**src/ssaw_pkg.sv**
```systemverilog
// Purpose: Shared constants, types and helpers for the address and write control block
// Assumes: One rising-edge clock, all control pins synchronous to it
// Notes:   Burst counter width is fixed at two bits by the address group size
package ssaw_pkg;

    // ==========================================================
    // Widths and defaults
    localparam int            SSAW_ADDR_W   = 20;
    localparam int            SSAW_LANES    = 4;
    localparam int            SSAW_LANE_W   = 8;
    localparam int            SSAW_CNT_W    = 2;

    // ==========================================================
    // Reset values and counter step
    localparam logic [1:0]    SSAW_CNT_RST  = 2'h0;
    localparam logic [1:0]    SSAW_CNT_ONE  = 2'h1;
    localparam logic          SSAW_FLAG_RST = 1'h0;

    // ==========================================================
    // Selection state of the last valid address strobe
    typedef enum logic [2:0]
    {
        SSAW_IDLE   = 3'b001,
        SSAW_ACTIVE = 3'b010,
        SSAW_DESEL  = 3'b100
    } ssaw_mode_t;

    // ==========================================================
    // Next burst location, wrapping inside the group of four
    function automatic logic [1:0] ssaw_cnt_step(input logic [1:0] cnt);
        ssaw_cnt_step = cnt + SSAW_CNT_ONE;
    endfunction : ssaw_cnt_step

endpackage : ssaw_pkg

```
**src/ssaw_ctrl.sv**
```systemverilog
// Purpose: Address capture, burst counter and write strobe control of a burst SRAM
// Assumes: Master drives all pins synchronously to mclk_i; no bus, plain ports
// Notes:   Linear burst order only; read path and sleep are handled elsewhere
//
// Contract
// - Capture address only when a strobe is valid and all chip selects active.
// - An address capture loads the two low address bits into the burst counter.
// - Each byte select writes its lane only when byte-write enable is low.
// - Global write low writes every lane regardless of the byte controls.
// - All synchronous inputs are sampled on the rising clock edge.
// - Burst counter steps on each edge where advance is sampled low, no strobe is valid and the last strobe selected the device.
// - Both strobes together count as a processor-strobe access.
// - Processor strobe is ignored while chip select one is high.
// - Chip selects are sampled only on edges with a valid address strobe.
// - Advance during a burst makes the next address internally.
`timescale 1ns/1ps

module ssaw_ctrl
    import ssaw_pkg::*;
#(
    parameter int ADDR_W = SSAW_ADDR_W,
    parameter int LANES  = SSAW_LANES,
    parameter int LANE_W = SSAW_LANE_W
)
(
    input  wire logic                    mclk_i,
    input  wire logic                    sys_rst_i,
    input  wire logic [ADDR_W-1:0]       addr_i,
    input  wire logic                    processor_addr_strobe_n_i,
    input  wire logic                    controller_addr_strobe_n_i,
    input  wire logic                    burst_advance_n_i,
    input  wire logic                    chip_sel_one_n_i,
    input  wire logic                    chip_sel_two_i,
    input  wire logic                    chip_sel_three_n_i,
    input  wire logic                    global_write_n_i,
    input  wire logic                    byte_write_en_n_i,
    input  wire logic [LANES-1:0]        byte_write_sel_n_i,
    input  wire logic [LANES*LANE_W-1:0] wr_data_i,
    output logic      [ADDR_W-1:0]       addr_o,
    output logic                         selected_o,
    output logic                         proc_access_o,
    output logic                         addr_load_o,
    output logic      [LANES-1:0]        wr_lane_o,
    output logic      [LANES*LANE_W-1:0] wr_data_o
);

    localparam int HI_W = ADDR_W - SSAW_CNT_W;

    // ==========================================================
    // State
    typedef struct packed
    {
        ssaw_mode_t              mode;
        logic                    selected;
        logic                    proc_access;
        logic                    load;
        logic [HI_W-1:0]         addr_hi;
        logic [SSAW_CNT_W-1:0]   cnt;
        logic [LANES*LANE_W-1:0] data;
    } ssaw_ctrl_st_t;

    ssaw_ctrl_st_t st;
    ssaw_ctrl_st_t next_st;

    logic proc_ok;
    logic ctrl_ok;
    logic strobe;
    logic chips_on;
    logic load_sel;
    logic adv_step;

    // ==========================================================
    // Strobe qualification
    assign proc_ok  = !processor_addr_strobe_n_i && !chip_sel_one_n_i;
    assign ctrl_ok  = !controller_addr_strobe_n_i;
    assign strobe   = proc_ok || ctrl_ok;
    assign chips_on = !chip_sel_one_n_i && chip_sel_two_i && !chip_sel_three_n_i;
    assign load_sel = strobe && chips_on;
    assign adv_step = !strobe && !burst_advance_n_i && (st.mode == SSAW_ACTIVE);

    // ==========================================================
    // Next-state logic
    always_comb
    begin
        next_st      = st;
        next_st.load = load_sel;
        next_st.data = wr_data_i;
        if (strobe)
        begin
            // Chip selects only looked at on a strobe edge
            next_st.selected = chips_on;
            next_st.mode     = chips_on ? SSAW_ACTIVE : SSAW_DESEL;
            if (chips_on)
            begin
                next_st.addr_hi     = addr_i[ADDR_W-1:SSAW_CNT_W];
                next_st.cnt         = addr_i[SSAW_CNT_W-1:0];
                next_st.proc_access = proc_ok;
            end
        end
        else if (adv_step)
        begin
            // Internal next address, upper bits untouched
            next_st.cnt = ssaw_cnt_step(st.cnt);
        end
    end

    // State register
    always_ff @(posedge mclk_i or posedge sys_rst_i)
    begin
        if (sys_rst_i)
        begin
            st.mode        <= SSAW_IDLE;
            st.selected    <= SSAW_FLAG_RST;
            st.proc_access <= SSAW_FLAG_RST;
            st.load        <= SSAW_FLAG_RST;
            st.addr_hi     <= '0;
            st.cnt         <= SSAW_CNT_RST;
            st.data        <= '0;
        end
        else
        begin
            st <= next_st;
        end
    end

    // ==========================================================
    // Byte-lane write strobes
    ssaw_lane_dec #(
        .LANES (LANES)
    ) u_lane_dec (
        .mclk_i             (mclk_i),
        .sys_rst_i          (sys_rst_i),
        .global_write_n_i   (global_write_n_i),
        .byte_write_en_n_i  (byte_write_en_n_i),
        .byte_write_sel_n_i (byte_write_sel_n_i),
        .wr_lane_o          (wr_lane_o)
    );

    // Outputs straight from state
    assign addr_o        = {st.addr_hi, st.cnt};
    assign selected_o    = st.selected;
    assign proc_access_o = st.proc_access;
    assign addr_load_o   = st.load;
    assign wr_data_o     = st.data;
endmodule : ssaw_ctrl

```
**src/ssaw_lane_dec.sv**
```systemverilog
// Purpose: Registered byte-lane write strobe decode
// Assumes: Write controls are synchronous to mclk_i
// Notes:   Global write overrides the per-lane selects
`timescale 1ns/1ps

module ssaw_lane_dec
    import ssaw_pkg::*;
#(
    parameter int LANES = SSAW_LANES
)
(
    input  wire logic             mclk_i,
    input  wire logic             sys_rst_i,
    input  wire logic             global_write_n_i,
    input  wire logic             byte_write_en_n_i,
    input  wire logic [LANES-1:0] byte_write_sel_n_i,
    output logic      [LANES-1:0] wr_lane_o
);

    // ==========================================================
    // State
    typedef struct packed
    {
        logic [LANES-1:0] lane;
    } ssaw_lane_st_t;

    ssaw_lane_st_t st;
    ssaw_lane_st_t next_st;

    // Lane decode: global write, then qualified byte selects
    always_comb
    begin
        next_st = st;
        if (!global_write_n_i)
        begin
            next_st.lane = '1;
        end
        else if (!byte_write_en_n_i)
        begin
            next_st.lane = ~byte_write_sel_n_i;
        end
        else
        begin
            next_st.lane = '0;
        end
    end

    // State register, sampled on rising edge
    always_ff @(posedge mclk_i or posedge sys_rst_i)
    begin
        if (sys_rst_i)
        begin
            st <= '0;
        end
        else
        begin
            st <= next_st;
        end
    end

    assign wr_lane_o = st.lane;

endmodule : ssaw_lane_dec

```
**config.mk**
```make
export PLATFORM = sky130hd
export DESIGN_NAME = ssaw_ctrl
export DESIGN_NICKNAME = d
export VERILOG_FILES = /design/src/ssaw_pkg.sv /design/src/ssaw_ctrl.sv /design/src/ssaw_lane_dec.sv
export SDC_FILE = /design/constraint.sdc
export NUM_CORES = 1
export LEC_CHECK = 0
export ABC_CLOCK_PERIOD_IN_PS = 3100
export BUFFER_PORTS_ARGS = -buffer_cell sky130_fd_sc_hd__clkbuf_2
export CORE_MARGIN = 2
export CORE_UTILIZATION = 49
export CTS_BUF_LIST = sky130_fd_sc_hd__clkbuf_8
export DETAILED_ROUTE_END_ITERATION = 8
export PLACE_DENSITY = 0.86
export SYNTH_ARGS = -nofsm -noshare
export SYNTH_HDL_FRONTEND = slang
export SYNTH_SLANG_ARGS = --single-unit
```
**constraint.sdc**
```tcl
create_clock -name mclk_i -period 3.1 [get_ports mclk_i]
set_clock_uncertainty 0.05 [all_clocks]
set_input_delay 0.465 -clock mclk_i [delete_from_list [all_inputs] [get_ports mclk_i]]
set_output_delay 0.465 -clock mclk_i [all_outputs]
set_load 0.05 [all_outputs]
```
== Word-level counts from Yosys, hierarchy flattened ==
Index checks and enable logic that the tools add are counted.
Word-level totals
  bits of input ports: 66
  register bits: 62
  output and inout port bits: 59
  word-level logic and storage cells: 34
Cells by class
  equality and inequality tests: 2
  $add $sub $neg: 1
  bitwise gates (word level): 1
  reduce and logical (&&, ||, !) cells: 16
  multiplexer cells: 6
Operators by type and width (count)
  4-bit 2-to-1 mux: 2
  1-bit logical AND: 6
  1-bit zero test: 6
  2-bit 2-to-1 mux: 3
  4-bit inverter: 1
  2-bit AND reduction: 2
  3-bit by 2-bit == test with 1-bit output, second input constant: 1
  3-bit 2-to-1 mux: 1
  2-bit by 1-bit adder with 2-bit output, second input constant: 1
  2-bit by 1-bit != test with 1-bit output, second input constant: 1
  2-bit nonzero test: 1
  1-bit logical OR: 1

== Depth between registers and ports, before layout ==
  depth in word-level cells: 8
  mapped depth: 6
  mapped depth without buffers: 5

== By module ==
Synthesis repeated with hierarchy kept, for this count alone.
Unflattened totals
  cells, all modules: 199
  area, all modules: 2329.7 µm²
By module, submodules not included
  ssaw_ctrl: sequential area each 1427.6 µm², cells an instance 190, area an instance 2205.9 µm², times used 1
  ssaw_lane_dec: sequential area each 100.1 µm², cells an instance 9, area an instance 123.9 µm², times used 1

== Worst setup path before layout ==
Ideal clock, no wire load.
  path kind: register -> register
  start: register st[56] (netlist bit)
  end: register st, in the netlist addr_o[1]
  data arrival time: 1.441 ns
  data required time: 2.921 ns
  stages on the path, launching flop included: 5
  clock period less this slack: 1.620 ns
  path slack: 1.480 ns
  buffers on the path: 0
  library setup time: 0.129 ns
  path through: dfrtp_1 > o211ai_1 > or4_1 > o32ai_1 > a21oi_1
Between the ends
  cells in the longest elaborated chain, start to end: 4
Ends and longest elaborated chain
  from (decl): RTL line ssaw_ctrl.sv:62  | ssaw_ctrl_st_t st;
  from (signal assigned): RTL line ssaw_ctrl.sv:122  | st <= next_st;
  3-bit by 2-bit == test with 1-bit output: RTL line ssaw_ctrl.sv:79  | assign adv_step = !strobe && !burst_advance_n_i && (st.mode == SSAW_ACTIVE);
  1-bit logical AND: RTL line ssaw_ctrl.sv:79
  2-bit nonzero test (no line)
  2-bit AND reduction (no line)
No other way between the ends.
A chain may end at the register's enable or synchronous reset.

== Worst setup path after layout ==
  start: input port chip_sel_one_n_i
  end: register st, in the netlist addr_o[1]
Between the ends
  cells in the longest elaborated chain, start to end: 8
  elaborated cells on any way between the ends: 12
  those cells by class: eq/ne (1); mux (1); reduce/logical (10)
Ends and longest elaborated chain
  from (decl): RTL line ssaw_ctrl.sv:32  | input wire logic chip_sel_one_n_i,
  1-bit zero test *: RTL line ssaw_ctrl.sv:74, ssaw_ctrl.sv:77
  1-bit logical AND: RTL line ssaw_ctrl.sv:74  | assign proc_ok = !processor_addr_strobe_n_i && !chip_sel_one_n_i;
  1-bit logical OR: RTL line ssaw_ctrl.sv:76  | assign strobe = proc_ok || ctrl_ok;
  1-bit zero test: RTL line ssaw_ctrl.sv:79
  1-bit logical AND (2 in a row): RTL line ssaw_ctrl.sv:79
  2-bit nonzero test (no line)
  2-bit AND reduction (no line)
Every way passes the cells marked *; elsewhere a longest branch is shown, timed or not.

==> results.rst <==
.. list-table::
   :header-rows: 1

   * - Metric
     - Value
   * - Endpoint arrival time on the critical path
     - 1.85 ns
   * - Clock tree from TritonCTS
     - yes
   * - Share of Yosys cell area claimed by the top area cell type
     - 0.646
   * - Most frequently used cell type in the post-synthesis netlist
     - sky130_fd_sc_hd__dfrtp_1
   * - CP Buf/Inv Count
     - 2
   * - Congestion Overflow GR
     - 0
   * - H-tree level count
     - 3
   * - Combined area of all synthesized cells
     - 2330 sq um
   * - Result of the run
     - finished clean
   * - Maximum clock frequency
     - 0.605 GHz
   * - Worst-path maximum fanout
     - 22
   * - Hold-fix buffer count after cts
     - 0
   * - Number of I/O port buffers
     - 124
   * - Power per Cell Area
     - 786 nW/um^2
   * - Type of the worst setup path
     - input pin to register
   * - WHS
     - 0.119 ns
   * - Crit path time final
     - 1.65 ns
   * - DR pass1 iterations
     - 4
   * - Count of inserted antenna diode cells
     - 0
   * - Ratio of cells with drive above 1 in the final layout
     - 0.519
   * - Period utilization
     - 0.533
   * - Post-synthesis instance total
     - 198
   * - DRC Markers
     - 0
   * - Family with the most delay on the worst path
     - compound AO/OA/AOI/OAI gates
   * - Setup WS post-layout
     - 1.45 ns
   * - Main flop type after synthesis
     - sky130_fd_sc_hd__dfrtp_1
   * - Maximum VDD drop
     - 0.322 mV
   * - Total of cells resized after clock tree synthesis
     - 0
   * - Routed via count divided by cell count
     - 4.50
   * - Net count reported at finish
     - 344
   * - Total core area
     - 4660 sq um
   * - Worst slew margin
     - 0.635
   * - Synth warnings
     - 0
   * - Capturing element type of the critical path
     - register
   * - Antenna viol nets, final
     - 0
   * - Routed wire per std cell
     - 12.4 microns
   * - Clk Latency, worst-skew pair
     - 0.31 ns
   * - Clock sink count
     - 61
   * - Number of synthesized flops with an enable pin
     - 0
   * - Setup TNS Final
     - 0 ns
   * - Number of CTS-inserted buffers
     - 9
   * - Root buf cell
     - sky130_fd_sc_hd__clkbuf_8
   * - Area of the die
     - 5310 sq um
   * - Setup violators final
     - 0
   * - Required time of the critical path
     - 3.30 ns
   * - Most area-hungry cell type in the Yosys netlist
     - sky130_fd_sc_hd__dfrtp_1
   * - Pre-CTS setup slack
     - 1.09 ns
   * - Max-cap viol count
     - 0
   * - Async set-or-reset flop fraction in the synthesized netlist
     - 1.00
   * - Largest net degree at the start of global routing
     - 35
   * - Detailed Route Iter0 Violations
     - 53
   * - Cell type of the slowest stage on the worst timing path
     - sky130_fd_sc_hd__or3b_4
   * - Leakage dissipation
     - 1.59 nW
   * - Number of failing hold endpoints at the final stage
     - 0
   * - Die boundary height
     - 72.9 microns
   * - Wire length of the first global-routing pass
     - 6510 microns
   * - Maximum clock path buffer count
     - 2
   * - Final Max Slew Viols
     - 0
   * - Vias in the first global route
     - 1474
   * - FF+latch count, synth
     - 61
   * - Worst-path clk slew
     - 0.07 ns
   * - Wire length reported by the detailed router
     - 4180 microns
   * - Half-perimeter wire length of the detailed placement result
     - 3220 microns
   * - Unrepaired setup endpoints after global routing
     - no
   * - Share of the core filled with cells in the final layout
     - 0.609
   * - Worst path cell trace
     - clkbuf_2 -> or3b_4 -> a21o_4 -> inv_2 -> o22ai_1 -> a21oi_1
   * - Synth-to-Final Area Change
     - 21.9%
   * - Effective utilization at floorplan
     - 0.499
   * - Syn avg cell area
     - 11.7 sq um
   * - Largest stage delay on the critical path
     - 0.40 ns
   * - Via count of the routed design
     - 1518
   * - Placer congestion estimate
     - 0.689
   * - Worst setup SP type
     - input pin
   * - I/O pin total
     - 125
   * - Die X
     - 72.9 microns
   * - Cell Rows
     - 25
   * - Cells taking the most area after synthesis
     - sky130_fd_sc_hd__dfrtp_1 65%, sky130_fd_sc_hd__buf_4 17%, sky130_fd_sc_hd__nand2_1 9.0%
   * - Post-CTS repair timing setup buffer count
     - 0
   * - Yosys cell types
     - 22
   * - Top cells by instance count after synthesis
     - 60 x sky130_fd_sc_hd__dfrtp_1, 56 x sky130_fd_sc_hd__nand2_1, 52 x sky130_fd_sc_hd__buf_4
   * - Tot GR Track Use
     - 0.166
   * - Number of antenna violations at the first check in global routing
     - 0
   * - Worst hold-check path type
     - input pin to asynchronous set/reset pin
   * - Sequential element share of the synthesized area
     - 0.657
   * - Slew @ Worst Pin
     - 0.547 ns
   * - Syn Nets
     - 264
cell type report:
| cell class | instances | area [sq um] |
|---|---|---|
| Clock buffer | 13 | 179 |
| Clock inverter | 3 | 65.1 |
| Fill cell | 403 | 1820 |
| Inverter | 3 | 11.3 |
| Multi-Input combinational cell | 78 | 358 |
| Sequential cell | 61 | 1530 |
| Tap cell | 54 | 67.6 |
| Timing Repair Buffer | 125 | 628 |
placed cells by master, fill, tap and decap left out, types with 2 or more instances in the layout:
| master | netlist | layout |
|---|---|---|
| sky130_fd_sc_hd__clkbuf_2 | 0 | 124 |
| sky130_fd_sc_hd__dfrtp_1 | 60 | 60 |
| sky130_fd_sc_hd__nand2_1 | 56 | 56 |
| sky130_fd_sc_hd__clkbuf_8 | 0 | 13 |
| sky130_fd_sc_hd__o21ai_0 | 7 | 7 |
| sky130_fd_sc_hd__inv_2 | 1 | 2 |
| sky130_fd_sc_hd__o22ai_1 | 2 | 2 |
| sky130_fd_sc_hd__nor2_1 | 2 | 2 |
| sky130_fd_sc_hd__bufinv_16 | 0 | 2 |
metal layers:
layer | global-route usage | up-vias | wire length, microns
met1 | 0.169 | 706 | 1520
li1 | - | 730 | -
met2 | 0.295 | 76 | 2220
met5 | 0 | - | 0
met4 | 0.0947 | 0 | 68
met3 | 0.0539 | 6 | 367
worst reg2reg max path, cell delays in order (launching register included):
cell                       delay, ns
sky130_fd_sc_hd__dfrtp_1        0.35
sky130_fd_sc_hd__o211ai_1       0.12
sky130_fd_sc_hd__or4_1          0.46
sky130_fd_sc_hd__o32ai_1        0.15
sky130_fd_sc_hd__a21oi_1        0.07
registers in the layout, summed over array words and instances (netlist names):
signal / flops
wr_data_o: 32
addr_o: 20
u_lane_dec.wr_lane_o: 4
st: 3
addr_load_o: 1
proc_access_o: 1
logic make-up after synthesis:
group | count (synthesis) | synth area share
and+or+nand+nor | 62 | 0.107
DFF | 61 | 0.657
buffers and inverters | 59 | 0.189
AOI/OAI and AO/OA | 16 | 0.0468
report_power, final:
group / internal (mW) / leakage (nW) / switching [mW]
registers: 0.876 / 0.723 / 0.0422
clock network: 0.539 / 0.126 / 0.278
logic: 0.109 / 0.737 / 0.385
metrics by stage:
stage	total power, mW	instance area, sq um	cells
final	2.23	2840	337
after CTS	2.26	2840	337
after floorplan	1.39	2330	198
after detailed placement	1.43	2590	321
after global routing	2.32	2840	337
after global placement	1.42	2590	321
worst paths after layout:
path / slack (ns) / end / cells past startpoint / startpoint
worst max-delay path: 1.45 / addr_o[1] / 6 / chip_sel_one_n_i
worst min-delay path: 0.12 / addr_o[8] / 2 / sys_rst_i
worst max register to register: 1.79 / addr_o[1] / 4 / st[56]
worst min register to register: 0.42 / addr_o[13] / 2 / addr_o[13]
max in group asynchronous: 2.07 / wr_data_o[16] / 3 / sys_rst_i
min in group mclk_i: 0.20 / wr_data_o[13] / 1 / wr_data_i[13]
Power figures use the tool's default switching activity.
